[config.mk]
export PLATFORM = sky130hd
export DESIGN_NAME = pcs_port
export DESIGN_NICKNAME = d
export VERILOG_FILES = /design/src/ppc_pkg.sv /design/src/ppc_port.sv /design/src/ppc_fifo.sv
export SDC_FILE = /design/constraint.sdc
export NUM_CORES = 1
export LEC_CHECK = 0
export ABC_CLOCK_PERIOD_IN_PS = 2200
export BUFFER_PORTS_ARGS = -buffer_cell sky130_fd_sc_hd__buf_2
export CAP_MARGIN = 20
export CORE_ASPECT_RATIO = 1.75
export CORE_MARGIN = 2
export CORE_UTILIZATION = 30
export CTS_CLUSTER_DIAMETER = 120
export DETAILED_ROUTE_END_ITERATION = 8
export PLACE_DENSITY = 0.53
export SETUP_SLACK_MARGIN = 0.05
export SKIP_CTS_REPAIR_TIMING = 1
export SLEW_MARGIN = 5
export SYNTH_ARGS = -nofsm -noshare
export SYNTH_HDL_FRONTEND = slang
export SYNTH_SLANG_ARGS = --single-unit
[constraint.sdc]
create_clock -name clock -period 2.2 [get_ports clock]
set_input_delay 0 -clock clock [delete_from_list [all_inputs] [get_ports clock]]
set_output_delay 0 -clock clock [all_outputs]
set_load 0.02 [all_outputs]
[src/ppc_pkg.sv]
// Package for the parallel printer port: I/O addresses, bit positions,
// reset values and buffer sizes.
// Assumes a byte-wide I/O space decoded on a 16-bit address.
package pcs_pkg;

  localparam logic [15:0] DATA_REG_ADDR   = 16'h0378;
  localparam logic [15:0] STATUS_REG_ADDR = 16'h0379;
  localparam logic [15:0] CTRL_REG_ADDR   = 16'h037a;

  // Control latch bit positions
  localparam int CTL_STROBE     = 0;
  localparam int CTL_AUTOFEED   = 1;
  localparam int CTL_NOT_RESET  = 2;
  localparam int CTL_SELECT     = 3;
  localparam int CTL_ACK_IRQ_EN = 4;
  localparam int CTL_DISK_CHG   = 5;
  localparam int CTL_SW_FIVE    = 6;
  localparam int CTL_SW_FOUR    = 7;

  // Status channel bit positions
  localparam int STS_LINK_ONE   = 0;
  localparam int STS_LINK_TWO   = 1;
  localparam int STS_LINK_THREE = 2;
  localparam int STS_ERROR_N    = 3;
  localparam int STS_SELECTED   = 4;
  localparam int STS_PAPER_OUT  = 5;
  localparam int STS_ACK_N      = 6;
  localparam int STS_BUSY_N     = 7;

  // Writable control bits after reset: only not-reset is true
  localparam logic [4:0] CTL_RESET_VALUE  = 5'h04;
  localparam logic [7:0] DATA_RESET_VALUE = 8'h00;
  localparam logic [7:0] READ_IDLE_VALUE  = 8'h00;

  localparam int DATA_WIDTH = 8;
  localparam int FIFO_DEPTH = 4;

endpackage

[src/ppc_port.sv]
// Parallel printer port: data latch, control latch and status channel
// on the host I/O space, plus the acknowledge interrupt request.
// Assumes all inputs are synchronous to clock and that cable-side
// inputs are given as cable levels.
`timescale 1ns/1ps
`default_nettype none

// How it works
// Control read bit 7 is switch four, reading 0 when on.
// Control read bit 6 is switch five, reading 0 when on.
// Control read bit 5 shows the disk-change line, 1 when door open.
// Drive keeps disk-change asserted until selected and stepped.
// Disk-change bit only meaningful while a drive is active and selected.
// With ack interrupt enabled, acknowledge requests level-7 interrupt.
// Control low four bits read as latch OR external cable drive.
// Reset loads control defaults, strobe inactive.
// Data should be present 1 us before strobe goes active.
// Data should stay valid 1 us after strobe goes inactive.
// Strobe pulse should last from 1 us to 500 us.
// Busy may be sampled right after strobe goes inactive.
// Status channel is read-only, unlatched; writes ignored.
// Status bits: busy inverted, ack, paper out, selected, error.
// Status bits 2..0 show option links inverted.
// Printer asserts busy whenever it cannot take data.
// Acknowledge signals byte received and ready for next.
// Control latch read/write: irq enable, select, not-reset, feed, strobe.
// Data latch is read/write eight bits driving cable data.
// Interrupt set on ack active edge, held until serviced, when enabled.
module pcs_port
  import pcs_pkg::*;
(
  input  wire logic                  clock,
  input  wire logic                  srst,
  input  wire logic [15:0]           io_addr,
  input  wire logic                  io_rd,
  input  wire logic                  io_wr,
  input  wire logic [7:0]            io_wdata,
  output var  logic [7:0]            io_rdata,
  output var  logic                  io_wr_ready,
  output var  logic [pcs_pkg::DATA_WIDTH-1:0] cable_data,
  output var  logic [3:0]            cable_ctl_n,
  input  wire logic [3:0]            cable_ctl_ext_n,
  input  wire logic                  cable_busy,
  input  wire logic                  cable_ack_n,
  input  wire logic                  cable_paper_out,
  input  wire logic                  cable_selected,
  input  wire logic                  cable_error_n,
  input  wire logic                  option_link_one,
  input  wire logic                  option_link_two,
  input  wire logic                  option_link_three,
  input  wire logic                  config_switch_four,
  input  wire logic                  config_switch_five,
  input  wire logic                  disk_change_line,
  input  wire logic                  irq_serviced,
  output var  logic                  irq_level7
);

  logic [4:0]            ctl;
  logic [4:0]            next_ctl;
  logic [DATA_WIDTH-1:0] data_latch;
  logic [DATA_WIDTH-1:0] next_data_latch;
  logic [7:0]            next_rdata;
  logic [3:0]            next_cable_ctl_n;
  logic                  ack_n_prev;
  logic                  next_irq;
  logic                  ack_edge;
  logic                  fifo_in_ready;
  logic                  fifo_out_valid;
  logic                  fifo_out_ready;
  logic [DATA_WIDTH-1:0] fifo_out_data;
  logic                  data_wr;
  logic [7:0]            ctl_read;
  logic [7:0]            status_read;

  ////////////////////////////////////////////////////////////////////////
  // Data path: bytes queue up and reach the cable only while strobe is
  // low, so the byte under an active strobe never changes.
  assign data_wr        = io_wr && (io_addr == DATA_REG_ADDR);
  assign fifo_out_ready = !ctl[CTL_STROBE];

  pcs_fifo #(
    .WIDTH (DATA_WIDTH),
    .DEPTH (FIFO_DEPTH)
  ) u_fifo (
    .clock     (clock),
    .srst      (srst),
    .in_valid  (data_wr),
    .in_ready  (fifo_in_ready),
    .in_data   (io_wdata),
    .out_valid (fifo_out_valid),
    .out_ready (fifo_out_ready),
    .out_data  (fifo_out_data)
  );

  assign io_wr_ready = fifo_in_ready;

  ////////////////////////////////////////////////////////////////////////
  // Read views
  always_comb
  begin
    ctl_read                 = 8'h00;
    ctl_read[CTL_SW_FOUR]    = !config_switch_four;
    ctl_read[CTL_SW_FIVE]    = !config_switch_five;
    // Raw level; software only trusts it with a drive selected
    ctl_read[CTL_DISK_CHG]   = disk_change_line;
    ctl_read[CTL_ACK_IRQ_EN] = ctl[CTL_ACK_IRQ_EN];
    // Cable control lines are active low on both drive sources
    ctl_read[3:0]            = ctl[3:0] | ~cable_ctl_ext_n;

    status_read                 = 8'h00;
    status_read[STS_BUSY_N]     = !cable_busy;
    status_read[STS_ACK_N]      = cable_ack_n;
    status_read[STS_PAPER_OUT]  = cable_paper_out;
    status_read[STS_SELECTED]   = cable_selected;
    status_read[STS_ERROR_N]    = cable_error_n;
    status_read[STS_LINK_THREE] = !option_link_three;
    status_read[STS_LINK_TWO]   = !option_link_two;
    status_read[STS_LINK_ONE]   = !option_link_one;
  end

  ////////////////////////////////////////////////////////////////////////
  // Control latch: written whole, low bits mirrored onto the cable
  always_comb
  begin
    next_ctl = ctl;
    if (io_wr && (io_addr == CTRL_REG_ADDR))
    begin
      next_ctl = io_wdata[4:0];
    end
    // Cable lines are active low, so the pins carry the inverse
    next_cable_ctl_n = ~next_ctl[3:0];
  end

  always_ff @(posedge clock)
  begin
    if (srst)
    begin
      ctl         <= CTL_RESET_VALUE;
      cable_ctl_n <= ~CTL_RESET_VALUE[3:0];
    end
    else
    begin
      ctl         <= next_ctl;
      cable_ctl_n <= next_cable_ctl_n;
    end
  end

  ////////////////////////////////////////////////////////////////////////
  // Data latch: takes the buffer head; the cable copy is its own flop
  // so the pins come straight from a register
  always_comb
  begin
    next_data_latch = data_latch;
    if (fifo_out_valid && fifo_out_ready)
    begin
      next_data_latch = fifo_out_data;
    end
  end

  always_ff @(posedge clock)
  begin
    if (srst)
    begin
      data_latch <= DATA_RESET_VALUE;
      cable_data <= DATA_RESET_VALUE;
    end
    else
    begin
      data_latch <= next_data_latch;
      cable_data <= next_data_latch;
    end
  end

  ////////////////////////////////////////////////////////////////////////
  // Read data: registered, standing for the one cycle after the read
  always_comb
  begin
    next_rdata = READ_IDLE_VALUE;
    if (io_rd)
    begin
      case (io_addr)
        DATA_REG_ADDR:   next_rdata = data_latch;
        STATUS_REG_ADDR: next_rdata = status_read;
        CTRL_REG_ADDR:   next_rdata = ctl_read;
        default:         next_rdata = READ_IDLE_VALUE;
      endcase
    end
  end

  always_ff @(posedge clock)
  begin
    if (srst)
    begin
      io_rdata <= READ_IDLE_VALUE;
    end
    else
    begin
      io_rdata <= next_rdata;
    end
  end

  ////////////////////////////////////////////////////////////////////////
  // Acknowledge interrupt
  always_comb
  begin
    ack_edge = ack_n_prev && !cable_ack_n;
    next_irq = irq_level7;
    // Set beats a simultaneous service; disabling drops the request
    if (!ctl[CTL_ACK_IRQ_EN])
    begin
      next_irq = 1'b0;
    end
    else if (ack_edge)
    begin
      next_irq = 1'b1;
    end
    else if (irq_serviced)
    begin
      next_irq = 1'b0;
    end
  end

  always_ff @(posedge clock)
  begin
    if (srst)
    begin
      // Idle level, so no false edge appears after reset
      ack_n_prev <= 1'b1;
      irq_level7 <= 1'b0;
    end
    else
    begin
      ack_n_prev <= cable_ack_n;
      irq_level7 <= next_irq;
    end
  end

endmodule // pcs_port

`default_nettype wire

[src/ppc_fifo.sv]
// Small synchronous FIFO holding printer data bytes on their way to
// the data latch.
// Assumes one clock and a synchronous active-high reset.
`timescale 1ns/1ps
`default_nettype none

module pcs_fifo #(
  parameter int WIDTH = 8,
  parameter int DEPTH = 4
) (
  input  wire logic             clock,
  input  wire logic             srst,
  input  wire logic             in_valid,
  output var  logic             in_ready,
  input  wire logic [WIDTH-1:0] in_data,
  output var  logic             out_valid,
  input  wire logic             out_ready,
  output var  logic [WIDTH-1:0] out_data
);

  localparam int PW = (DEPTH > 1) ? $clog2(DEPTH) : 1;
  localparam int CW = $clog2(DEPTH + 1);
  localparam logic [CW-1:0] FULL_COUNT = CW'(DEPTH);
  localparam logic [PW-1:0] LAST_PTR   = PW'(DEPTH - 1);

  logic [WIDTH-1:0] store [DEPTH];
  logic [PW-1:0]    wr_ptr;
  logic [PW-1:0]    rd_ptr;
  logic [CW-1:0]    count;
  logic [PW-1:0]    next_wr_ptr;
  logic [PW-1:0]    next_rd_ptr;
  logic [CW-1:0]    next_count;
  logic             push;
  logic             pop;

  ////////////////////////////////////////////////////////////////////////
  always_comb
  begin
    push        = in_valid && in_ready;
    pop         = out_valid && out_ready;
    next_wr_ptr = wr_ptr;
    next_rd_ptr = rd_ptr;
    next_count  = count;
    if (push)
    begin
      next_wr_ptr = (wr_ptr == LAST_PTR) ? '0 : wr_ptr + 1'b1;
    end
    if (pop)
    begin
      next_rd_ptr = (rd_ptr == LAST_PTR) ? '0 : rd_ptr + 1'b1;
    end
    if (push && !pop)
    begin
      next_count = count + 1'b1;
    end
    else if (pop && !push)
    begin
      next_count = count - 1'b1;
    end
  end

  // Flags are registered so in_ready and out_valid come straight from flops
  always_ff @(posedge clock)
  begin
    if (srst)
    begin
      wr_ptr    <= '0;
      rd_ptr    <= '0;
      count     <= '0;
      in_ready  <= 1'b1;
      out_valid <= 1'b0;
    end
    else
    begin
      wr_ptr    <= next_wr_ptr;
      rd_ptr    <= next_rd_ptr;
      count     <= next_count;
      in_ready  <= (next_count != FULL_COUNT);
      out_valid <= (next_count != '0);
    end
  end

  always_ff @(posedge clock)
  begin
    if (push)
    begin
      store[wr_ptr] <= in_data;
    end
  end

  assign out_data = store[rd_ptr];

endmodule // pcs_fifo

`default_nettype wire

# Yosys cells after proc, flatten, opt, wreduce, memory -nomap -nowiden
# Memories as Yosys holds them, arrays and structs flattened. A register that Yosys moved wholly into a read port is not among the register bits.
# Index checks and enable logic that the tools add are counted.
[word_totals]
out_inout_bits = 22
mem_bits_rw = 32
reg_bits = 28
mem_count = 1
[mem_list]
columns = ["name", "depth", "width", "rd", "rd_clocked_by_memory_dff", "write_ports", "line", "source"]
rows = [
  ["u_fifo.store", 4, 8, 1, 1, 1, "ppc_fifo.sv:26", "logic [WIDTH-1:0] store [DEPTH];"],
]
[classes]
n_eq_ne = 6
n_reduce_logical = 21
add_sub_neg = 4
n_mux = 10
n_bitwise = 5
[ops]
columns = ["op", "n"]
rows = [
  ["$eq A16 B10 Y1 const B", 3],
  ["$pmux W8 S3", 1],
  ["$logic_not A1 Y1", 10],
  ["$not A4 Y4", 2],
  ["$logic_and A1 B1 Y1", 7],
  ["$mux W3", 2],
  ["$add A2 B1 Y2 const B", 2],
  ["$eq A2 B2 Y1 const B", 2],
  ["$mux W1", 4],
  ["$mux W2", 2],
  ["$mux W4", 1],
  ["$or A4 B4 Y4", 1],
  ["$reduce_or A2 Y1", 2],
  ["$add A3 B1 Y3 const B", 1],
  ["$ne A3 B3 Y1 const B", 1],
  ["$reduce_bool A3 Y1", 1],
  ["$sub A3 B1 Y3 const B", 1],
  ["$not A1 Y1", 2],
  ["$reduce_bool A2 Y1", 1],
]

# Longest topological paths before layout
# Gate-level depths: netlist of the first run.
[logic_depth]
ltp_word = 8
ltp_mapped = 7

# Hierarchy
# From an unflattened synthesis of the first run, not the netlist that was laid out.
[unflattened]
cells_unflattened = 227
hier_area_um2 = 2937.8
[by_module_without_submodules]
columns = ["mod", "n_inst", "cells_per_inst", "area_each_um2", "seq_area_each_um2"]
rows = [
  ["pcs_fifo", 1, 106, 1740.4, 1181.1],
  ["pcs_port", 1, 121, 1197.4, 540.5],
]

# Worst setup path after synthesis of the first run
# OpenSTA, ideal clock, no wires.
[synth_path]
kind = "input port to flip-flop"
from = "input port io_addr[0]"
to = "register u_fifo.out_valid"
n_path_buf = 1
setup_slack_ns = 0.555
cell_stages = 7
arrival_ns = 1.513
cell_sequence = "buf_2 or4_4 nor4_4 nand3_1 or3_1 o211ai_2 a21oi_1"
[synth_between]
elab_chain_len = 8
elab_cells_between_ends = 9
[synth_lines]
columns = ["element", "line", "source"]
rows = [
  ["start, declared", "ppc_port.sv:34", "input wire logic [15:0] io_addr,"],
  ["$eq A16 B10 Y1 (*)", "ppc_port.sv:78", "assign data_wr = io_wr && (io_addr == DATA_REG_ADDR);"],
  ["$logic_and A1 B1 Y1 (*)", "ppc_port.sv:78", ""],
  ["$logic_and A1 B1 Y1 (*)", "ppc_fifo.sv:39", "push = in_valid && in_ready;"],
  ["$logic_not A1 Y1", "ppc_fifo.sv:56", "else if (pop && !push)"],
  ["$logic_and A1 B1 Y1", "ppc_fifo.sv:56", ""],
  ["$mux W3", "ppc_fifo.sv:56", ""],
  ["$mux W3 (*)", "ppc_fifo.sv:52", "if (push && !pop)"],
  ["$reduce_bool A3 Y1 (*)", "ppc_fifo.sv:79", "out_valid <= (next_count != '0);"],
  ["end signal, assigned", "ppc_fifo.sv:79", ""],
  ["end, declared", "ppc_fifo.sv:16", "output var logic out_valid,"],
]
# Mark *: on every way between the ends. The rest lies on a longest branch, timed or not.
# A chain may end at the register's enable or synchronous reset.

==> flow_summary_export.csv, run 1 <==
group,metric,value,unit
power,cellLeakagePower,1.52,nW
final_layout,syn2layout_area_growth,31.6,%
logic_synthesis,synth_compound_area_frac,0.0758,
final_layout,nets,371,
placement,io_buffers,65,
final_layout,n_antenna_cell,0,
logic_synthesis,synthMuxAreaShare,0.0957,
clock_network,clockBufferDepth,2,
final_layout,utilization,0.409,
setup_path,cp-start-kind,"flop",
timing,holdWs,-0.00112,ns
route,drt_first_pass_iters,4,
die,die_w,77.3,um
setup_path,critPathCaptureType,"flop",
route,wl_per_cell,14.1,um
flow_run,drv_cap,0,
power,vdd_drop_max,0.486,mV
setup_path,cp_slowest_cell,"dfxtp_1",
grt,grt_use_total,0.129,
clock_network,htree_num_levels,3,
power,total_power,0.00361,W
final_layout,drive_gt1_frac,0.320,
route,wirelength,6270,um
logic_synthesis,synth-main-ff-cell,"dfxtp_1",
logic_synthesis,netlist_area,0.00282,mm^2
clock_network,clkTransAtPathRegs,0.05,ns
clock_network,clk_latency,0.33,ns
timing,maxSlewViolCount,0,
status,violations,"negative hold slack",
die,die_h,132,um
final_layout,final_cell_mix,"65 x buf_2, 36 x dfxtp_1, 32 x edfxtp_1, 28 x nor2_1, 22 x nand2_1",
timing,worst_clock_skew,0.00366,ns
route,viasPerCell,4.59,
grt,overflow,0,
logic_synthesis,synth_top_family_by_area,"simple AND/OR/NAND/NOR gates",
power,powerDensity,971,mW/mm^2
route,drc,0,
logic_synthesis,synth_edf_count,32,
placement,dp.final_hpwl,4600,um
setup_path,crit_chain,"mux4_2 -> nand2_1 -> a21oi_1",
logic_synthesis,synth-seq-cells,68,
grt,antenna_found_initial,0,
timing,totalNegativeSetupSlack,0,ns
clock_network,clkSinkCount,68,
timing,period_needed,1.57,ns
logic_synthesis,syn_avg_cell_area,12.0,um^2
setup_path,cp_max_fo,9,
logic_synthesis,netlist_instances,236,
timing,maxSlewHeadroom,0.604,
final_layout,layout_commonest_cell,"buf_2",
route,ant_nets,0,
clock_network,cts_tree,"done",
worst_hold_path,hp-class,"in -> reg",
logic_synthesis,synth_simple_gate_area_frac,0.162,
timing,layout_worst_path_cycle_share,0.712,
grt,grt_first_pass_wirelength,10000,um
setup_path,critical_path_class,"reg -> reg",
die,rows,46,
logic_synthesis,async_flop_share,0,
logic_synthesis,synthAdderAreaFrac,0.0310,
grt,grt_pass1_vias,2023,
setup_path,slowest_delay,0.69,ns
clock_network,root_buffer,"clkbuf_16",
setup_path,worst_ep_arrival_time,1.76,ns
placement,gp_congestion,0.702,
final_layout,fill_cells,927,
clock_network,cts_buffers,9,
die,die_area,0.0102,mm^2
timing,setup_viol,0,
route,via_count,2041,
logic_synthesis,ys_seq_area_frac,0.596,
die,core,0.00909,mm^2
timing,max_freq,638,MHz
grt,grt_max_degree,25,
logic_synthesis,synthXorXnorAreaFrac,0.00887,
timing,timing.final.hold_violations,1,
timing,rsz0062_at_grt,"false",
status,status,"complete, but fails checks",
final_layout,fin_area,0.00371,mm^2
die,ios,66,
logic_synthesis,yosysWarningCount,0,
setup_path,required,2.39,ns
logic_synthesis,synth.distinct_cells,43,
timing,worst_pin_slew,0.594,ns
die,initial_core_util,0.310,
route,drtIter0Drc,90,
placement,post_dp_cell_area,0.00332,mm^2
logic_synthesis,syn_nets,287,
power breakdown:
| group | switching [W] | total, W | internal [W] |
|---|---|---|---|
| sequential | 0.000119 | 0.00153 | 0.00142 |
| clock | 0.000494 | 0.00136 | 0.000869 |
| combinational | 0.000371 | 0.000712 | 0.000341 |
registers in the layout (all words and copies together) (netlist names):
name	flops
u_fifo.count	3
ack_n_prev	1
irq_level7	1
ctl	5
u_fifo.wr_ptr	2
data_latch	8
u_fifo.in_ready	1
io_rdata	8
cable_ctl_n	4
u_fifo.out_valid	1
u_fifo.rd_ptr	2
u_fifo.store	32
synth_stat cells (all sizes together), types with 2 or more instances:
| master | instances | area, um^2 |
|---|---|---|
| ha | 7 | 87.6 |
| a21oi | 16 | 80.1 |
| mux4 | 8 | 180 |
| nand4b | 3 | 26.3 |
| o211ai | 2 | 20.0 |
| clkbuf | 9 | 33.8 |
| a211oi | 4 | 30.0 |
| nand3 | 2 | 10.0 |
| nand4 | 3 | 25.0 |
| mux2i | 9 | 90.1 |
| inv | 11 | 41.3 |
| edfxtp | 32 | 961 |
| or4 | 3 | 26.3 |
| a31oi | 6 | 37.5 |
| nand2 | 23 | 88.8 |
| nor2 | 28 | 105 |
| nand2b | 7 | 43.8 |
| dfxtp | 36 | 721 |
| xnor2 | 2 | 25.0 |
| buf | 3 | 12.5 |
| nor4 | 2 | 33.8 |
| nor3 | 2 | 10.0 |
| and2 | 5 | 31.3 |
per-layer routing:
layer  wire (um)  vias to the layer above  track usage  share of wire
met3         306                       13       0.0404          0.049
met5           0                        -            0              0
met2        3370                       53        0.218           0.54
met1        2430                      959        0.140           0.39
met4         163                        0       0.0714          0.026
li1            -                     1016            -              -
final timing paths:
path	startpoint	to	slack, ns	cells past startpoint
min reg2reg	data_latch[4]	data_latch[4]	0.47	2
min	config_switch_five	io_rdata[6]	-0.001	4
max reg2reg	u_fifo.rd_ptr[0]	data_latch[6]	0.63	3
max	u_fifo.rd_ptr[0]	data_latch[6]	0.63	3
final cells by class:
type	instances	area [um^2]	share of cell area
Sequential cell	68	1680	0.453
Multi-Input combinational cell	145	1050	0.284
Clock inverter	5	52.6	0.0141
Tap cell	120	150	0.0404
Clock buffer	11	233	0.0626
Inverter	11	41.3	0.0111
Timing Repair Buffer	85	503	0.135
through the flow:
stage / setup slack [ns] / hold WS [ns] / instances
final: 0.633 / -0.00112 / 445
after global routing: 0.516 / 0.00438 / 445
after CTS: 0.617 / -0.126 / 434
after detailed placement: 0.358 / 0.227 / 418
after global placement: 0.408 / 0.215 / 418
after floorplan: 0.555 / 0.0841 / 236
worst max-delay path: cells and delay by family (launching register included):
family / cells / cell delay, ns
mux: 1 / 0.58
flops: 1 / 0.69
simple gates: 1 / 0.10
compound gates: 1 / 0.06
kinds of logic (layout without fill, tap and decap cells):
group,after synthesis,after routing
and+or+nand+nor,85,85
DFF,68,68
AOI/OAI and AO/OA,34,34
buffers and inverters,23,112
muxes,17,17
adders and majority gates,7,7
xor gates and xnor gates,2,2
(Power assumes the default switching activity.)
==> run 2, diff against run 1 <==
--- a/config.mk
+++ b/config.mk
@@ -5,7 +5,7 @@
 export SDC_FILE = /design/constraint.sdc
 export NUM_CORES = 1
 export LEC_CHECK = 0
-export ABC_CLOCK_PERIOD_IN_PS = 2200
+export ABC_CLOCK_PERIOD_IN_PS = 1550
 export BUFFER_PORTS_ARGS = -buffer_cell sky130_fd_sc_hd__buf_2
 export CAP_MARGIN = 20
 export CORE_ASPECT_RATIO = 1.75
==> constraint.sdc (replaced) <==
create_clock -name clock -period 1.55 [get_ports clock]
set_input_delay 0 -clock clock [delete_from_list [all_inputs] [get_ports clock]]
set_output_delay 0 -clock clock [all_outputs]
set_load 0.02 [all_outputs]
==> flow_summary_export.csv, run 2 (synthesis gave the netlist of run 1 again) <==
group,metric,value,unit
status,status,"complete, but fails checks",
status,violations,"negative hold slack",
clock_network,cts_tree,"done",
power,comb_power_share,0.223,
setup_path,cp-start-kind,"flop",
final_layout,final_cell_mix,"65 x buf_2, 34 x dfxtp_1, 32 x edfxtp_1, 28 x nor2_1, 22 x nand2_1",
power,vdd_drop_max,0.540,mV
timing,layout_worst_path_cycle_share,0.905,
power,seqPwrFrac,0.417,
worst_hold_path,hold_depth,4,
grt,overflow,0,
route,drt_first_pass_iters,4,
die,core,0.00909,mm^2
grt,grt_max_degree,24,
worst_hold_path,hp-start,"config_switch_five",
final_layout,drive_gt1_frac,0.382,
power,intPower,0.00367,W
setup_path,rrSetupSlack,0.15,ns
placement,gp_congestion,0.734,
setup_path,slowest_delay,0.40,ns
timing,worst_clock_skew,0.00402,ns
grt,grt_first_pass_wirelength,9890,um
timing,maxSlewViolCount,0,
route,wl_per_cell,13.5,um
power,powerDensity,1340,mW/mm^2
setup_path,critPathCaptureType,"flop",
setup_path,r2r-end,"u_fifo.out_valid",
power,switching_share,0.283,
placement,place_inst,428,
power,cellLeakagePower,1.56,nW
setup_path,required,1.75,ns
final_layout,nets,381,
final_layout,largest_reg_flops,32,
route,ant_nets,0,
die,rows,46,
grt,antenna_found_initial,0,
die,die_w,77.3,um
clock_network,clkSinkCount,68,
final_layout,n_antenna_cell,0,
setup_path,crit_chain,"inv_1 -> ha_1 -> or3_1 -> o211ai_2 -> a21oi_1",
setup_path,critical_path_class,"reg -> reg",
timing,worst_pin_slew,0.446,ns
setup_path,reg2reg_depth,5,
route,wirelength,6150,um
timing,maxSlewHeadroom,0.702,
flow_run,drv_cap,0,
worst_hold_path,hp-class,"in -> reg",
timing,holdWs,-0.00170,ns
die,initial_core_util,0.310,
grt,grt_use_total,0.124,
final_layout,fin_area,0.00382,mm^2
setup_path,cp_slowest_cell,"or3_1",
timing,rsz0062_at_grt,"false",
grt,grt_pass1_vias,2044,
final_layout,stdcell_count,455,
clock_network,htree_num_levels,3,
timing,timing.final.hold_violations,2,
route,drc,0,
power,p_switching,0.00145,W
final_layout,fill_cells,902,
clock_network,clkTransAtPathRegs,0.06,ns
final_layout,regMostFlops,"u_fifo.store",
die,die_h,132,um
timing,setup_viol,0,
setup_path,r2r_start,"u_fifo.count[0]",
power,clkPwrFrac,0.360,
final_layout,regArea,0.00168,mm^2
route,drtIter0Drc,49,
clock_network,cts_buffers,9,
setup_path,path_buf_inv,1,
placement,post_dp_cell_area,0.00341,mm^2
clock_network,clockBufferDepth,2,
final_layout,reg.largest.list,"u_fifo.store: 32 flops, data_latch: 8 flops, io_rdata: 8 flops",
setup_path,cp_top_family,"simple AND/OR/NAND/NOR gates",
placement,dp.final_hpwl,4690,um
setup_path,cp_max_fo,4,
die,die_area,0.0102,mm^2
worst_hold_path,holdPathEnd,"io_rdata[6]",
die,ios,66,
clock_network,root_buffer,"clkbuf_16",
setup_path,worst_ep_arrival_time,1.61,ns
final_layout,layout_commonest_cell,"buf_2",
route,via_count,2097,
route,viasPerCell,4.61,
timing,period_needed,1.40,ns
placement,io_buffers,65,
clock_network,clk_latency,0.33,ns
final_layout,syn2layout_area_growth,35.2,%
timing,max_freq,713,MHz
final_layout,multi_input_area,0.00107,mm^2
==> run 2: cell types whose count changed in the layout (fill, tap and decap cells not counted), moves of 2 or more <==
cell,change
buf_4,+9
and2_1,-5
and2_2,+4
clkbuf_1,-2
clkinv_1,-2
dfxtp_1,-2
dfxtp_2,+2
inv_6,+2
==> run 2: per-stage QoR <==
| stage | setup WS (ns) | power [W] | TNS [ns] | utilization |
|---|---|---|---|---|
| 6_report | 0.147 | 0.00512 | 0 | 0.420 |
| 5_1_grt | 0.0481 | 0.00540 | 0 | 0.420 |
| 4_1_cts | 0.105 | 0.00515 | 0 | 0.406 |
| 3_5_place_dp | -0.173 | 0.00328 | -6.29 | 0.375 |
| 3_3_place_gp | -0.163 | 0.00326 | -6.15 | 0.375 |
| 2_1_floorplan | -0.0454 | 0.00288 | -0.343 | - |
==> run 2: layout make-up <==
type,count,share of cell area
flip-flops and latches,68,0.441
clock buffers,9,0.0590
multi-input cells,145,0.281
well taps,120,0.0393
clock inverters,7,0.0134
inverters,11,0.0108
repair buffers,95,0.155
==> run 2: worst min-delay path, cell delays in order <==
cell and delay, ns:
buf_2 0.08, nor2_1 0.03, a21oi_1 0.13, nor2_1 0.04
==> run 2: per-layer routing <==
layer	global-route usage	share of wire	routed length (um)
met3	0.0301	0.042	256
met1	0.131	0.39	2400
met5	0	0	0
met2	0.229	0.55	3390
met4	0.0536	0.017	107
==> run 2: worst max-delay path by stage <==
stage | startpoint | endpoint | cells past startpoint
after floorplan | io_addr[0] | u_fifo.out_valid | 7
after global placement | io_addr[12] | u_fifo.store[1][3] | 5
after detailed placement | io_addr[12] | u_fifo.store[2][2] | 5
after CTS | u_fifo.count[0] | u_fifo.out_valid | 6
after global routing | u_fifo.count[0] | u_fifo.in_ready | 7
final | u_fifo.count[0] | u_fifo.out_valid | 5
==> run 2: power groups by stage <==
stage	sequential, W	clock, W	combinational [W]
detailed placement	0.00217	0	0.00111
CTS	0.00213	0.00190	0.00112
floorplan	0.00220	0	0.000680
global placement	0.00216	0	0.00110
finish	0.00213	0.00184	0.00114
global route	0.00215	0.00197	0.00128
==> run 3, diff against run 2 <==
--- a/config.mk
+++ b/config.mk
@@ -9,7 +9,7 @@
 export BUFFER_PORTS_ARGS = -buffer_cell sky130_fd_sc_hd__buf_2
 export CAP_MARGIN = 20
 export CORE_ASPECT_RATIO = 1.75
-export CORE_MARGIN = 2
+export CORE_MARGIN = 4
 export CORE_UTILIZATION = 30
 export CTS_CLUSTER_DIAMETER = 120
 export DETAILED_ROUTE_END_ITERATION = 8
==> flow_summary_export.csv, run 3 (synthesis gave the netlist of run 1 again) <==
group,metric,value,unit
placement,dp.final_hpwl,4790,um
final_layout,fill_cells,868,
final_layout,reg.largest.list,"u_fifo.store: 32 flops, data_latch: 8 flops, io_rdata: 8 flops",
setup_path,path_buf_inv,1,
final_layout,largest_reg_flops,32,
timing,setup_viol,0,
setup_path,slowest_delay,0.39,ns
route,ant_nets,0,
power,intPower,0.00379,W
clock_network,clk_latency,0.33,ns
final_layout,stdcell_count,452,
timing,maxSlewViolCount,0,
final_layout,syn2layout_area_growth,35.1,%
clock_network,clkSinkCount,68,
placement,io_buffers,65,
timing,fin_ws,0.134,ns
setup_path,cp_top_family,"simple AND/OR/NAND/NOR gates",
final_layout,nets,378,
clock_network,root_buffer,"clkbuf_16",
setup_path,critPathCaptureType,"flop",
setup_path,cp_max_fo,14,
placement,place_ws,-0.170,ns
final_layout,utilization,0.417,
timing,worst_clock_skew,0.00266,ns
route,drc,0,
placement,gp_congestion,0.688,
die,die_h,136,um
timing,maxSlewHeadroom,0.726,
final_layout,drive_gt1_frac,0.367,
clock_network,clockBufferDepth,2,
final_layout,final_cell_mix,"65 x buf_2, 35 x dfxtp_1, 32 x edfxtp_1, 28 x nor2_1, 22 x nand2_1",
setup_path,cp_slowest_cell,"dfxtp_1",
power,p_switching,0.00141,W
grt,antenna_found_initial,0,
timing,period_needed,1.42,ns
timing,max_freq,706,MHz
die,ios,66,
timing,holdWs,-0.00833,ns
setup_path,required,1.76,ns
final_layout,regMostFlops,"u_fifo.store",
flow_run,drv_cap,0,
status,status,"complete, but fails checks",
final_layout,n_antenna_cell,0,
final_layout,regArea,0.00168,mm^2
grt,grt_first_pass_wirelength,9900,um
grt,overflow,0,
power,powerDensity,1370,mW/mm^2
placement,place_inst,426,
die,rows,46,
worst_hold_path,hp-class,"in -> reg",
timing,timing.final.hold_violations,2,
clock_network,cts_buffers,9,
route,wl_per_cell,13.6,um
power,clkPwrFrac,0.375,
setup_path,worst_ep_arrival_time,1.63,ns
setup_path,cp_common_cell,"nand2_1",
timing,rsz0062_at_grt,"false",
power,switching_share,0.271,
route,drt_first_pass_iters,4,
die,core,0.00915,mm^2
power,seqPwrFrac,0.412,
final_layout,multi_input_area,0.00108,mm^2
setup_path,cp-start-kind,"flop",
timing,layout_worst_path_cycle_share,0.913,
power,comb_power_share,0.213,
power,vdd_drop_max,0.801,mV
route,via_count,2055,
route,viasPerCell,4.55,
setup_path,critical_path_class,"reg -> reg",
setup_path,crit_chain,"nor2b_1 -> buf_4 -> nand2_1 -> a21oi_1 -> o211ai_1 -> nor2_1 -> nand2_1",
die,die_area,0.0111,mm^2
final_layout,layout_commonest_cell,"buf_2",
route,wirelength,6130,um
power,cellLeakagePower,1.56,nW
clock_network,clkTransAtPathRegs,0.05,ns
grt,grt_use_total,0.120,
grt,grt_max_degree,24,
clock_network,cts_tree,"done",
route,drtIter0Drc,63,
die,die_w,81.3,um
timing,worst_pin_slew,0.410,ns
grt,grt_pass1_vias,2103,
status,violations,"negative hold slack",
clock_network,htree_num_levels,3,
die,initial_core_util,0.308,
[run 3: changes by cell type in the layout (fill, tap and decap cells not counted), sizes merged]
cell	before	now
buf	85	82
clkinv	2	5
clkinvlp	3	1
inv	13	11
bufinv	0	1
[run 3: worst paths after layout]
kind	startpoint	endpoint	slack [ns]	cells after the start
worst max-delay path	u_fifo.out_valid	u_fifo.in_ready	0.13	7
worst min-delay path	config_switch_four	io_rdata[7]	-0.008	4
worst max register to register	u_fifo.out_valid	u_fifo.in_ready	0.13	7
worst min register to register	data_latch[4]	data_latch[4]	0.47	2
[run 3: layout make-up]
cell class	count	area share
flip-flops and latches	68	0.441
repair buffers	92	0.148
clock inverters	7	0.0177
well taps	120	0.0394
inverters	11	0.0108
clock buffers	9	0.0591
multi-input cells	145	0.283
[run 3: routing by layer]
metal	vias up	share of wire	GRT usage
met2	51	0.55	0.218
met4	0	0.023	0.0648
met1	959	0.37	0.122
met5	-	0	0
met3	8	0.052	0.0285
li1	1037	-	-
[run 3: through the flow]
step | instance area (um^2) | power (W) | TNS, ns
floorplan | 2840 | 0.00288 | -0.343
detailed placement | 3400 | 0.00323 | -5.88
global placement | 3400 | 0.00322 | -5.45
CTS | 3690 | 0.00520 | 0
finish | 3810 | 0.00520 | 0
global route | 3810 | 0.00549 | 0
[run 3: power by group through the flow]
stage | combinational [W] | clock (W) | sequential [W]
final | 0.00111 | 0.00195 | 0.00214
after floorplan | 0.000680 | 0 | 0.00220
after global routing | 0.00125 | 0.00208 | 0.00217
after global placement | 0.00105 | 0 | 0.00217
after detailed placement | 0.00105 | 0 | 0.00217
after CTS | 0.00106 | 0.00201 | 0.00214
[run 3: worst reg2reg max path: cells and delay by family, from the launching register on]
family / cells / cell delay [ns]
AOI/OAI and AO/OA: 2 / 0.25
buffers and inverters: 1 / 0.23
DFF: 1 / 0.39
and+or+nand+nor: 4 / 0.44
